[config.mk]
export PLATFORM = sky130hd
export DESIGN_NAME = dcc_channel
export DESIGN_NICKNAME = d
export VERILOG_FILES = /design/src/core/dcc_pkg.sv /design/src/core/dcc_fifo.sv /design/src/core/dcc_channel.sv
export VERILOG_INCLUDE_DIRS = /design/src /design/src/core
export SDC_FILE = /design/constraint.sdc
export NUM_CORES = 1
export LEC_CHECK = 0
export BUFFER_PORTS_ARGS = -buffer_cell sky130_fd_sc_hd__buf_2
export CAP_MARGIN = 40
export CORE_AREA = 2 2 106 210
export CTS_CLUSTER_SIZE = 24
export DETAILED_ROUTE_END_ITERATION = 10
export DIE_AREA = 0 0 108 212
export PLACE_DENSITY = 0.69
export SLEW_MARGIN = 40
export SYNTH_ARGS = -nofsm -noshare
export SYNTH_HDL_FRONTEND = slang
export SYNTH_SLANG_ARGS = --single-unit
[constraint.sdc]
create_clock -name mclk -period 9.6 [get_ports mclk]
set_clock_uncertainty 0.05 [all_clocks]
set_input_delay 0.48 -clock mclk [delete_from_list [all_inputs] [get_ports mclk]]
set_output_delay 0.48 -clock mclk [all_outputs]
set_load 0.01 [all_outputs]
[src/core/dcc_consts.svh]
`ifndef DCC_CONSTS_SVH
`define DCC_CONSTS_SVH

// ****************************************
// Register offsets
// ****************************************
`define DCC_OFS_CFG 8'h00
`define DCC_OFS_CTRL 8'h04
`define DCC_OFS_INT_STATUS 8'h08
`define DCC_OFS_INT_MASK 8'h0C
`define DCC_OFS_COUNT 8'h10

// ****************************************
// Configuration fields
// ****************************************
`define DCC_BIT_HALT 18
`define DCC_BIT_ACTIVE 17
`define DCC_BIT_LOCK 16
`define DCC_BIT_TC_EN 15
`define DCC_BIT_ERR_EN 14
`define DCC_FLOW_MSB 13
`define DCC_FLOW_LSB 11
`define DCC_FLOW_MEM2MEM 3'h0

// ****************************************
// Control, interrupt and count fields
// ****************************************
`define DCC_BIT_ENABLE 0
`define DCC_BIT_INT_TC 0
`define DCC_BIT_INT_ERR 1
`define DCC_COUNT_W 16

// ****************************************
// Reset values and sizes
// ****************************************
`define DCC_RST_WORD 32'h0000_0000
`define DCC_RST_COUNT 16'h0000
`define DCC_BURST_LEN 4
`define DCC_FIFO_DEPTH 4

`endif

[src/core/dcc_pkg.sv]
package dcc_pkg;

  typedef struct packed {
    logic halt;
    logic lock;
    logic tc_en;
    logic err_en;
    logic [2:0] flow;
  } dcc_cfg_t;

  typedef enum logic [1:0] {
    DCC_IDLE = 2'b00,
    DCC_RUN = 2'b01,
    DCC_GAP = 2'b10
  } dcc_state_t;

  typedef struct packed {
    logic err;
    logic tc;
  } dcc_int_t;

endpackage

[src/core/dcc_fifo.sv]
`timescale 1ns/1ns
`default_nettype none

module dcc_fifo #(
  parameter int WIDTH = 32,
  parameter int DEPTH = 4
) (
  // Clock and reset
  input wire logic mclk,
  input wire logic resetn,
  // Filling side
  input wire logic in_valid,
  input wire logic [WIDTH-1:0] in_data,
  output logic in_ready,
  // Draining side
  output logic out_valid,
  output logic [WIDTH-1:0] out_data,
  input wire logic out_ready,
  // Occupancy
  output logic occupied
);

  localparam int AW = $clog2(DEPTH);

  logic [WIDTH-1:0] mem [DEPTH];
  logic [AW:0] wptr;
  logic [AW:0] rptr;

  wire push = in_valid & in_ready;
  wire pop = out_valid & out_ready;
  wire empty = (wptr == rptr);
  wire full = (wptr[AW] != rptr[AW]) && (wptr[AW-1:0] == rptr[AW-1:0]);

  assign in_ready = ~full;
  assign out_valid = ~empty;
  assign occupied = ~empty;
  assign out_data = mem[rptr[AW-1:0]];

  always_ff @(posedge mclk) begin
    if (!resetn) begin
      wptr <= '0;
      rptr <= '0;
    end else begin
      if (push) begin
        wptr <= wptr + 1'b1;
      end
      if (pop) begin
        rptr <= rptr + 1'b1;
      end
    end
  end

  always_ff @(posedge mclk) begin
    if (push) begin
      mem[wptr[AW-1:0]] <= in_data;
    end
  end

endmodule

`default_nettype wire

[src/core/dcc_channel.sv]
`timescale 1ns/1ns
`default_nettype none
`include "dcc_consts.svh"

module dcc_channel import dcc_pkg::*; #(
  parameter int DATA_W = 32,
  parameter int FIFO_DEPTH = `DCC_FIFO_DEPTH,
  parameter int BURST_LEN = `DCC_BURST_LEN
) (
  // Clock and reset
  input wire logic mclk,
  input wire logic resetn,
  // APB slave
  input wire logic psel,
  input wire logic penable,
  input wire logic pwrite,
  input wire logic [7:0] paddr,
  input wire logic [31:0] pwdata,
  output logic [31:0] prdata,
  output logic pready,
  output logic pslverr,
  // Peripheral request handshake
  input wire logic periph_req,
  output logic periph_ack,
  // Source stream
  input wire logic src_valid,
  input wire logic [DATA_W-1:0] src_data,
  output logic src_ready,
  // Destination stream
  output logic dst_valid,
  output logic [DATA_W-1:0] dst_data,
  input wire logic dst_ready,
  // Bus ownership and errors
  output logic bus_req,
  output logic bus_lock,
  input wire logic xfer_err,
  // Interrupt
  output logic irq
);

  // ****************************************
  // Register state
  // ****************************************
  dcc_cfg_t cfg;
  dcc_int_t int_status;
  dcc_int_t int_mask;
  dcc_state_t state;
  dcc_state_t next_state;
  logic enable;
  logic [`DCC_COUNT_W-1:0] fetch_left;
  logic [`DCC_COUNT_W-1:0] store_left;
  logic [$clog2(BURST_LEN)-1:0] beat;

  // ****************************************
  // Bus decode
  // ****************************************
  function automatic logic hit(input logic [7:0] addr, input logic [7:0] ofs);
    hit = (addr == ofs);
  endfunction

  wire wr_en = psel & penable & pwrite;
  wire rd_en = psel & penable & ~pwrite;
  wire sel_cfg = hit(paddr, `DCC_OFS_CFG);
  wire sel_ctrl = hit(paddr, `DCC_OFS_CTRL);
  wire sel_ist = hit(paddr, `DCC_OFS_INT_STATUS);
  wire sel_imask = hit(paddr, `DCC_OFS_INT_MASK);
  wire sel_count = hit(paddr, `DCC_OFS_COUNT);
  wire mapped = sel_cfg | sel_ctrl | sel_ist | sel_imask | sel_count;

  // ****************************************
  // Channel FIFO
  // ****************************************
  logic fifo_in_ready;
  logic fifo_out_valid;
  logic fifo_occ;

  dcc_fifo #(
    .WIDTH(DATA_W),
    .DEPTH(FIFO_DEPTH)
  ) u_fifo (
    .mclk(mclk),
    .resetn(resetn),
    .in_valid(src_valid & src_ready),
    .in_data(src_data),
    .in_ready(fifo_in_ready),
    .out_valid(fifo_out_valid),
    .out_data(dst_data),
    .out_ready(dst_valid & dst_ready),
    .occupied(fifo_occ)
  );

  // ****************************************
  // Transfer datapath
  // ****************************************
  // A memory-to-memory flow needs no request, so it runs as soon as it is enabled.
  wire req_ok = (cfg.flow == `DCC_FLOW_MEM2MEM) | periph_req;
  wire fetch_ok = enable & ~cfg.halt & req_ok & (fetch_left != '0);
  assign src_ready = fetch_ok & fifo_in_ready;
  assign periph_ack = src_valid & src_ready & (cfg.flow != `DCC_FLOW_MEM2MEM);
  // Draining carries on under halt so software can wait for active to fall.
  assign dst_valid = fifo_out_valid & (state == DCC_RUN);
  wire store = dst_valid & dst_ready;
  wire last_store = store & (store_left == `DCC_COUNT_W'(1));
  wire burst_end = store & (beat == ($clog2(BURST_LEN))'(BURST_LEN - 1));
  wire term_evt = last_store;
  assign bus_req = (state == DCC_RUN) & (fifo_out_valid | (cfg.lock & enable));
  assign bus_lock = (state == DCC_RUN) & cfg.lock & (enable | fifo_occ);

  always_comb begin
    next_state = state;
    case (state)
      DCC_IDLE: begin
        if (enable | fifo_occ) begin
          next_state = DCC_RUN;
        end
      end
      DCC_RUN: begin
        if (burst_end & ~cfg.lock & ~last_store) begin
          next_state = DCC_GAP;
        end else if (~enable & ~fifo_occ) begin
          next_state = DCC_IDLE;
        end
      end
      DCC_GAP: begin
        next_state = DCC_RUN;
      end
      default: begin
        next_state = DCC_IDLE;
      end
    endcase
  end

  always_ff @(posedge mclk) begin
    if (!resetn) begin
      state <= DCC_IDLE;
      beat <= '0;
    end else begin
      state <= next_state;
      if (store) begin
        // Each transfer starts a fresh burst, so no count is carried over from the last one.
        beat <= (burst_end | last_store) ? '0 : beat + 1'b1;
      end
    end
  end

  // ****************************************
  // Counters
  // ****************************************
  // The count can only be loaded while the channel is stopped, so both halves stay in step.
  wire load_count = wr_en & sel_count & ~enable;

  always_ff @(posedge mclk) begin
    if (!resetn) begin
      fetch_left <= `DCC_RST_COUNT;
      store_left <= `DCC_RST_COUNT;
    end else if (load_count) begin
      fetch_left <= pwdata[`DCC_COUNT_W-1:0];
      store_left <= pwdata[`DCC_COUNT_W-1:0];
    end else begin
      if (src_valid & src_ready) begin
        fetch_left <= fetch_left - 1'b1;
      end
      if (store) begin
        store_left <= store_left - 1'b1;
      end
    end
  end

  // ****************************************
  // Registers
  // ****************************************
  always_ff @(posedge mclk) begin
    if (!resetn) begin
      cfg <= '0;
      int_mask <= '0;
      enable <= 1'b0;
    end else begin
      if (wr_en & sel_cfg) begin
        cfg.halt <= pwdata[`DCC_BIT_HALT];
        cfg.lock <= pwdata[`DCC_BIT_LOCK];
        cfg.tc_en <= pwdata[`DCC_BIT_TC_EN];
        cfg.err_en <= pwdata[`DCC_BIT_ERR_EN];
        cfg.flow <= pwdata[`DCC_FLOW_MSB:`DCC_FLOW_LSB];
      end
      if (wr_en & sel_imask) begin
        int_mask.tc <= pwdata[`DCC_BIT_INT_TC];
        int_mask.err <= pwdata[`DCC_BIT_INT_ERR];
      end
      if (last_store) begin
        enable <= 1'b0;
      end else if (wr_en & sel_ctrl) begin
        enable <= pwdata[`DCC_BIT_ENABLE];
      end
    end
  end

  // ****************************************
  // Interrupts
  // ****************************************
  wire set_tc = term_evt & cfg.tc_en;
  wire set_err = xfer_err & cfg.err_en;
  wire clr_tc = wr_en & sel_ist & pwdata[`DCC_BIT_INT_TC];
  wire clr_err = wr_en & sel_ist & pwdata[`DCC_BIT_INT_ERR];

  // An event in the clearing cycle survives because the set term is ORed in outside the clear mask.
  always_ff @(posedge mclk) begin
    if (!resetn) begin
      int_status <= '0;
    end else begin
      int_status.tc <= set_tc | (int_status.tc & ~clr_tc);
      int_status.err <= set_err | (int_status.err & ~clr_err);
    end
  end

  assign irq = |(int_status & int_mask);

  // ****************************************
  // Read path
  // ****************************************
  wire [31:0] cfg_word = {13'h0000, cfg.halt, fifo_occ, cfg.lock, cfg.tc_en, cfg.err_en, cfg.flow,
    11'h000};
  wire [31:0] ctrl_word = {31'h0000_0000, enable};
  wire [31:0] ist_word = {30'h0000_0000, int_status.err, int_status.tc};
  wire [31:0] imask_word = {30'h0000_0000, int_mask.err, int_mask.tc};
  wire [31:0] count_word = {16'h0000, store_left};

  assign prdata = !rd_en ? `DCC_RST_WORD :
    sel_cfg ? cfg_word :
    sel_ctrl ? ctrl_word :
    sel_ist ? ist_word :
    sel_imask ? imask_word :
    sel_count ? count_word : `DCC_RST_WORD;
  assign pready = 1'b1;
  assign pslverr = psel & penable & ~mapped;
endmodule

`default_nettype wire

==> results.yml, run 1 <==
run_status:
  status: "complete, no violations"
clocking:
  htreeDepth: 4
  cts.path.max_buffers: 2
  cts.clk_slew.worst_paths_ns: 0.07
  cts_sinks: 184
  cts_made_buffers: 17
  hold_buffers: 0
  clock_latency_ns: 0.43
  clockRootBuffer: "clkbuf_16"
  cts_tree: "done"
  cts_setup_buffers: 0
  cts-resized-gates: 0
hold_path:
  hold_depth: 1
  hold_class: "input pin to register"
  hold_end: "u_fifo.mem[3][2]"
  worstHoldStart: "src_data[2]"
logic_synthesis:
  synth_top_area_share_pct: 48.5
  synth.largest_area_cell: "edfxtp_1"
  synth_edf_count: 128
  avgSynthCellArea_um2: 13.8
  ys_seq_area_share_pct: 62.6
  synth_area_mm2: 0.00793
  yosys_warnings: 0
  synth_seq_cells: 184
  synth_cell_types: 52
  async_flop_share_pct: 0
  synth_flop_cell: "edfxtp_1"
  yosys-top-cells-area: "edfxtp_1 (49%), dfxtp_1 (14%), mux4_2 (9.1%)"
  syn_inst: 574
layout:
  layout_common_cells: "edfxtp_1 (128), buf_2 (124), dfxtp_1 (55)"
  regArea_mm2: 0.00497
  filler_cell_count: 2016
  drive_above_1_share_pct: 29.9
  syn2layout_area_growth_pct: 18.4
  diodes: 0
  stdcell_count: 982
  multi_input_area_mm2: 0.00276
  finalInstanceArea_mm2: 0.00938
  final_common_cell: "edfxtp_1"
  layout.nets: 787
flow_run:
  cap_violations: 0
timing:
  timing.fmax_mhz: 300
  relSlewSlack_pct: 47.6
  min_period_ns: 3.33
  drv_slew: 0
  setup_viol: 0
  final_hold_viol_count: 0
  worstMarginPinSlew_ns: 0.780
  rsz0062_at_grt: "no"
  period_share_pct: 34.7
  tns_ns: 0
routing:
  vias_per_cell: 5.30
  drc: 0
  first_pass_iters: 4
  ant_nets: 0
  wl_per_cell_um: 18.4
  drt-total-wl_um: 18100
  drt_first_iter_violations: 230
  via_count: 5203
worst_setup_path:
  arrival_ns: 2.80
  crit-reg2reg-launch: "fetch_left[0]"
  reg2reg_slack_ns: 6.87
  path_max_fanout: 23
  critPathLaunchType: "register"
  r2r_cells: 7
  rr_endpoint: "fetch_left[7]"
  cp_data_required_time_ns: 9.07
  cp-end-kind: "output pin"
  crit_type: "register to output pin"
grt:
  grtUsageTotal_pct: 16.4
  grt_pass1_wl_um: 27800
  antenna_found_initial: 0
  grt_pass1_vias: 5245
  grt_max_degree: 34
  grt.overflow.total: 0
pwr:
  clkPwrFrac_pct: 43.4
  total_leakage_power_nw: 3.36
  p_sw_mw: 0.334
  vdd_ir_drop_max_mv: 0.114
  total_power_mw: 1.56
  p_seq_share_pct: 54.4
  p_comb_share_pct: 2.3
  swShare_pct: 21.4
  p_int_mw: 1.22
  p_per_area_mw_per_mm2: 166
die:
  core_area_mm2: 0.0214
  io_pins: 153
  core.rowCount: 76
  die_x_um: 108
  dieArea_mm2: 0.0229
  initial_core_util_pct: 37.0
  die_h_um: 212
place:
  gp_congestion: 0.830
  post_dp_cell_area_mm2: 0.00880
  io_buffers: 124
  hpwl_um: 12500
  place_inst: 950
## cells by family (layout without fill, tap and decap cells)
logic type	Yosys count	in the layout	synth area share (%)
adders and majority gates	10	10	1.58
xor gates and xnor gates	24	24	2.65
AOI/OAI and AO/OA	90	90	7.22
buffers and inverters	54	177	3.55
DFF	184	184	62.6
muxes	38	38	9.88
and+or+nand+nor	172	172	12.4
other	2	14	0.0948
## power groups by stage
stage / Combinational (mW) / Sequential [mW] / Clock [mW]
detailed placement: 0.0351 / 0.864 / 0
floorplan: 0.0153 / 0.864 / 0
finish: 0.0353 / 0.846 / 0.675
global route: 0.0388 / 0.846 / 0.723
global placement: 0.0336 / 0.864 / 0
CTS: 0.0351 / 0.846 / 0.695
## final cells by class
cell class,count,area share (%)
clock inverter,14,1.52
inverter,10,0.400
sequential,184,52.9
tap,273,3.64
clock buffer,18,4.57
timing repair buffer,135,7.49
multi-input combinational,348,29.4
## state kept, by name (all words and copies together) (netlist names), 2 cells and up, named ones only
register	cells
u_fifo.wptr	3
u_fifo.mem	128
state	2
int_status	2
imask_word	2
u_fifo.rptr	3
fetch_left	16
store_left	16
beat	2
cfg	7
## metrics by stage
step	hold slack (ns)	utilization, %	setup WS, ns
finish	0.209	43.9	6.27
global route	0.185	43.9	6.14
CTS	0.178	43.8	6.30
detailed placement	0.408	41.2	6.54
global placement	0.403	41.0	6.27
floorplan	0.391	-	4.44
## synth_stat cells, drive strengths merged (15+ instances only)
library cell and n:
nand3 18, nor3 16, edfxtp 128, and2 16
nor2 28, a21oi 31, dfxtp 56, clkbuf 20
nand2 23, mux4 32, o21ai 15, nor4 15
buf 24
## worst max path at each step
stage	slack, ns	endpoint	start	cells after the start
finish	6.27	periph_ack	fetch_left[0]	7
global route	6.14	periph_ack	fetch_left[0]	7
CTS	6.30	periph_ack	fetch_left[0]	7
detailed placement	6.54	prdata[6]	paddr[0]	6
global placement	6.27	prdata[15]	paddr[0]	6
floorplan	4.44	u_fifo.mem[3][0]	fetch_left[0]	6
## metal layers
metal / track usage (%) / wire length (um)
met3: 3.80 / 881
met5: 0 / 0
met4: 9.86 / 954
met2: 29.2 / 9570
met1: 17.0 / 6660
## worst max-delay path, cell delays in order (launching register included)
cell and delay [ns]:
dfxtp_1 0.34, inv_1 0.13, ha_1 0.16, nor4b_1 0.44, and4_1 0.41, or3_1 0.65
nor2_1 0.07, buf_2 0.16
Power figures use the tool's default switching activity.
==> run 2, diff against run 1 <==
Settings changed: ABC_AREA set to 1, CORE_AREA 2 2 106 210 to 2 2 110 219, DIE_AREA 0 0 108 212 to 0 0 112 221, PLACE_DENSITY 0.69 to 0.71.
Clock period 9.6 ns to 2.9 ns, I/O delays scaled along.
==> run 2 against run 1 <==
Effect of this change: clock power rose to 3.5 times the previous value; design area increased by 13%; register-to-register slack got worse by 6.2 ns; via count grew 41%; first-iteration DRC count increased by 44%; critical path depth unchanged; sequential share of layout area decreased by 6.2 points.
==> results.yml, run 2 <==
logic_synthesis:
  synth.largest_area_cell: "edfxtp_1"
  syn_inst: 961
  synth_top_area_share_pct: 44.5
  synth_cell_types: 40
  synth_flop_cell: "edfxtp_1"
  yosys-top-cells-area: "edfxtp_1 (44%), dfxtp_1 (13%), nor2_1 (7.7%)"
  synthTopCellsByCount: "nor2_1 (177), nand2_1 (159), edfxtp_1 (128), o21ai_0 (107), inv_1 (82)"
  avgSynthCellArea_um2: 8.99
  ys_seq_area_share_pct: 57.5
  async_flop_share_pct: 0
  synth_seq_cells: 184
  synth_edf_count: 128
  synth_area_mm2: 0.00864
  yosysMostFrequentCell: "nor2_1"
  yosys_warnings: 0
timing:
  setup_viol: 0
  final_hold_viol_count: 0
  min_period_ns: 2.47
  period_share_pct: 85.0
  worst_hold_slack_ns: 0.0430
  drv_slew: 0
  timing.fmax_mhz: 406
  worstMarginPinSlew_ns: 0.627
  rsz0062_at_grt: "no"
  relSlewSlack_pct: 58.2
routing:
  via_count: 7340
  first_pass_iters: 5
  wl_met1_um: 7890
  drc: 0
  dr_wl_met2_um: 13200
  vias_per_cell: 5.16
  route.met3.wl_um: 821
  wl_per_cell_um: 16.2
  drt_first_iter_violations: 331
  drt-total-wl_um: 23100
  ant_nets: 0
  top_layer: "met4"
die:
  die_x_um: 112
  core_area_mm2: 0.0231
  io_pins: 153
  dieArea_mm2: 0.0248
  die_h_um: 221
  core.rowCount: 79
  initial_core_util_pct: 37.3
clocking:
  clock_latency_ns: 0.44
  cts_made_buffers: 17
  cts_setup_buffers: 0
  cts_sinks: 184
  htreeDepth: 4
  cts.path.max_buffers: 2
  clockRootBuffer: "clkbuf_16"
  hold_buffers: 46
  cts.clk_slew.worst_paths_ns: 0.08
  cts_tree: "done"
  cts-resized-gates: 0
worst_setup_path:
  cp_data_required_time_ns: 2.71
  cp-end-kind: "output pin"
  arrival_ns: 2.27
  crit_type: "register to output pin"
  critPathLaunchType: "register"
  path_max_fanout: 26
grt:
  antenna_found_initial: 1
  grt_pass1_vias: 7197
  grt_pass1_wl_um: 35700
  grt.overflow.total: 0
  grtUsageTotal_pct: 18.5
  grt_max_degree: 65
layout:
  final_common_cell: "nor2_1"
  layout.nets: 1217
  drive_above_1_share_pct: 17.1
  syn2layout_area_growth_pct: 23.1
  layout_common_cells: "nor2_1 (173), nand2_1 (159), edfxtp_1 (128)"
  largest_reg_flops: 128
pwr:
  vdd_ir_drop_max_mv: 0.419
  total_power_mw: 5.36
  p_per_area_mw_per_mm2: 505
  total_leakage_power_nw: 4.36
run_status:
  status: "complete, no violations"
hold_path:
  hold_class: "input pin to register"
place:
  gp_congestion: 0.925
  io_buffers: 124
  hpwl_um: 15900
flow_run:
  cap_violations: 0
==> run 2: worst paths after layout <==
path | startpoint | end | slack [ns] | depth (start not counted)
worst max-delay path | fetch_left[6] | periph_ack | 0.43 | 7
worst min-delay path | pwdata[8] | fetch_left[8] | 0.04 | 5
worst max register to register | fetch_left[6] | u_fifo.mem[3][17] | 0.64 | 7
worst min register to register | state[0] | state[0] | 0.40 | 1
==> run 2: metal layers <==
metal | up-vias | GRT usage (%)
met2 | 253 | 36.9
li1 | 3552 | -
met1 | 3461 | 16.9
met5 | - | 0
met4 | 0 | 11.1
met3 | 74 | 2.74
==> run 2: power by group <==
part / total, mW / internal (mW) / switching, mW
sequential: 2.80 / 2.80 / 0.000420
combinational: 0.179 / 0.0839 / 0.0949
clock: 2.38 / 1.30 / 1.08
total: 5.36 / 4.19 / 1.17
==> run 2: cell type report <==
| type | count | area, um2 |
|---|---|---|
| fillers | 2191 | 12500 |
| multi-input cells | 651 | 3130 |
| inverters | 88 | 333 |
| clock buffers | 17 | 425 |
| flip-flops and latches | 184 | 4970 |
| diodes | 1 | 2.50 |
| repair buffers | 184 | 1240 |
| clock inverters | 15 | 180 |
| well taps | 283 | 354 |
==> run 2: stage by stage <==
stage / cell area [um2] / util (%) / worst slack, ns / std cells / setup TNS, ns
finish: 10600 / 46.0 / 0.435 / 1423 / 0
global route: 10600 / 46.0 / 0.265 / 1423 / 0
CTS: 10600 / 45.9 / 0.405 / 1422 / 0
detailed placement: 9560 / 41.3 / 0.676 / 1344 / 0
global placement: 9560 / 41.3 / 0.662 / 1344 / 0
floorplan: 8680 / - / -0.0282 / 973 / -2.71
==> run 2: kinds of logic after synthesis <==
| kind of cell | Yosys count | synth area share, % |
|---|---|---|
| other | 2 | 0.0869 |
| adder cells (fa/ha/maj) | 10 | 1.45 |
| XOR/XNOR | 12 | 1.22 |
| flip-flops | 184 | 57.5 |
| AND/OR/NAND/NOR | 425 | 20.9 |
| AO/OA/AOI/OAI | 190 | 11.8 |
| buffers and inverters | 138 | 7.13 |
==> run 2: worst max-delay path: stages, from the launching register on <==
cell and delay [ns]:
dfxtp_1 0.47, nor2_1 0.12, nand2_1 0.17, nor2_2 0.08, nand2_2 0.10, nand4_4 0.40
a31oi_1 0.32, buf_2 0.18
==> run 3, diff against run 2 <==
Settings changed: BUFFER_PORTS_ARGS -buffer_cell sky130_fd_sc_hd__buf_2 to -buffer_cell sky130_fd_sc_hd__buf_4, CORE_AREA 2 2 110 219 to 2 2 162 149, CTS_BUF_LIST set to sky130_fd_sc_hd__clkbuf_8, DIE_AREA 0 0 112 221 to 0 0 164 151.
==> run 3 against run 2 <==
Effect of this change: combinational power up 17%; first-iteration DRC count up 61%; via count down 2.8%; total power down 8.6%; die area about the same; non-clock buffer count unchanged; sequential share of layout area down 0.77 points; fmax up 4.6%; highest routed layer unchanged.
==> results.yml, run 3 (same netlist as run 2, synthesis figures left out) <==
run_status:
  status: "complete, no violations"
worst_setup_path:
  crit_type: "register to output pin"
  path_max_fanout: 26
  cp-end-kind: "output pin"
  arrival_ns: 2.16
  r2r_cells: 8
  cp_data_required_time_ns: 2.71
  crit_chain: "inv_1 -> ha_1 -> nand2_1 -> nor2_1 -> nand2_2 -> nand4_4 -> a31oi_1 -> buf_4"
  critPathLaunchType: "register"
  slowest_stage: "dfxtp_1"
  slowest_delay_ns: 0.37
clocking:
  hold_buffers: 48
  cts_tree: "done"
  cts_sinks: 184
  cts-resized-gates: 0
  clockRootBuffer: "clkbuf_8"
  cts.path.max_buffers: 2
  clock_latency_ns: 0.47
  cts_setup_buffers: 0
  cts_made_buffers: 17
  cts.clk_slew.worst_paths_ns: 0.12
  htreeDepth: 4
timing:
  tns_ns: 0
  setup_ws_ns: 0.543
  min_period_ns: 2.36
  relSlewSlack_pct: 59.1
  rsz0062_at_grt: "no"
  worstMarginPinSlew_ns: 0.614
  period_share_pct: 81.3
  final_hold_viol_count: 0
  setup_viol: 0
  drv_slew: 0
  timing.fmax_mhz: 424
grt:
  grt.overflow.total: 0
  grtUsageMet2_pct: 29.6
  top_usage_layer: "met2"
  grt_pass1_wl_um: 33200
  grtUsageTotal_pct: 17.1
  grt_use_met3_pct: 2.90
  grt_max_degree: 65
  grt_pass1_vias: 6645
  antenna_found_initial: 0
  grt_use_met1_pct: 22.3
routing:
  via_count: 7137
  first_pass_iters: 6
  drt-total-wl_um: 21100
  wl_per_cell_um: 14.6
  drt_first_iter_violations: 533
  drc: 0
  ant_nets: 0
  vias_per_cell: 4.95
pwr:
  total_leakage_power_nw: 4.39
  p_per_area_mw_per_mm2: 453
  total_power_mw: 4.90
  vdd_ir_drop_max_mv: 0.258
hold_path:
  hold_depth: 5
  hold_class: "input pin to register"
place:
  preCtsSetupSlack_ns: 0.660
  place_inst: 1360
  post_dp_cell_area_mm2: 0.00986
  hpwl_um: 13600
  gp_congestion: 0.896
  io_buffers: 124
layout:
  layout_common_cells: "nor2_1 (173), nand2_1 (159), buf_4 (131)"
  diodes: 0
  stdcell_count: 1441
  syn2layout_area_growth_pct: 25.1
  final_common_cell: "nor2_1"
  layout.nets: 1217
  finalInstanceArea_mm2: 0.0108
  drive_above_1_share_pct: 16.9
  largest_reg_flops: 128
die:
  die_x_um: 164
  core.rowCount: 53
  die_h_um: 151
  core_area_mm2: 0.0230
  dieArea_mm2: 0.0248
  initial_core_util_pct: 37.5
  io_pins: 153
flow_run:
  cap_violations: 0
==> run 3: changes by cell type in the layout (fill, tap and decap cells not counted), moves of 2 or more <==
| cell | delta |
|---|---|
| buf_2 | -124 |
| clkbuf_8 | +17 |
| nor2_2 | +3 |
| bufinv_16 | -2 |
| clkinvlp_4 | -2 |
| inv_12 | +5 |
| dlygate4sd3_1 | +2 |
| nor2_4 | -3 |
| inv_6 | -4 |
| clkinv_8 | +4 |
| buf_4 | +121 |
| clkbuf_16 | -17 |
==> run 3: routing by layer <==
metal  wire length, um  vias up
li1                  -     3551
met1              9480     3333
met2             10300      235
met3              1170       18
met4               182        0
met5                 0        -
==> run 3: final cells by class <==
cell class,count,area (um2)
fillers,2172,12200
flip-flops and latches,184,4970
multi-input cells,651,3120
repair buffers,184,1560
well taps,302,378
inverters,88,332
clock buffers,17,234
clock inverters,15,223
==> run 3: worst paths after layout <==
kind	start	slack, ns	endpoint
min reg2reg	state[0]	0.40	state[0]
max	fetch_left[0]	0.54	periph_ack
min	pwdata[2]	0.04	fetch_left[2]
max reg2reg	fetch_left[0]	0.70	u_fifo.mem[2][30]
==> run 3: report_power, final <==
| part | internal (mW) | switching (mW) | leakage (nW) |
|---|---|---|---|
| clock | 0.716 | 1.17 | 0.224 |
| combinational | 0.110 | 0.0985 | 2.56 |
| sequential | 2.80 | 0.000393 | 1.60 |
==> run 3: through the flow <==
stage / utilization (%) / hold slack (ns)
finish: 47.0 / 0.0375
global route: 47.0 / 0.0467
CTS: 46.9 / 0.00745
detailed placement: 42.8 / 0.297
global placement: 42.8 / 0.296
floorplan: - / 0.194
==> run 3: critical path: cells and delay by family, from the launching register on <==
family | cells | cell delay [ns]
simple gates | 4 | 0.56
flops | 1 | 0.37
compound gates | 1 | 0.30
buf+inv | 2 | 0.26
fa+ha+maj | 1 | 0.21
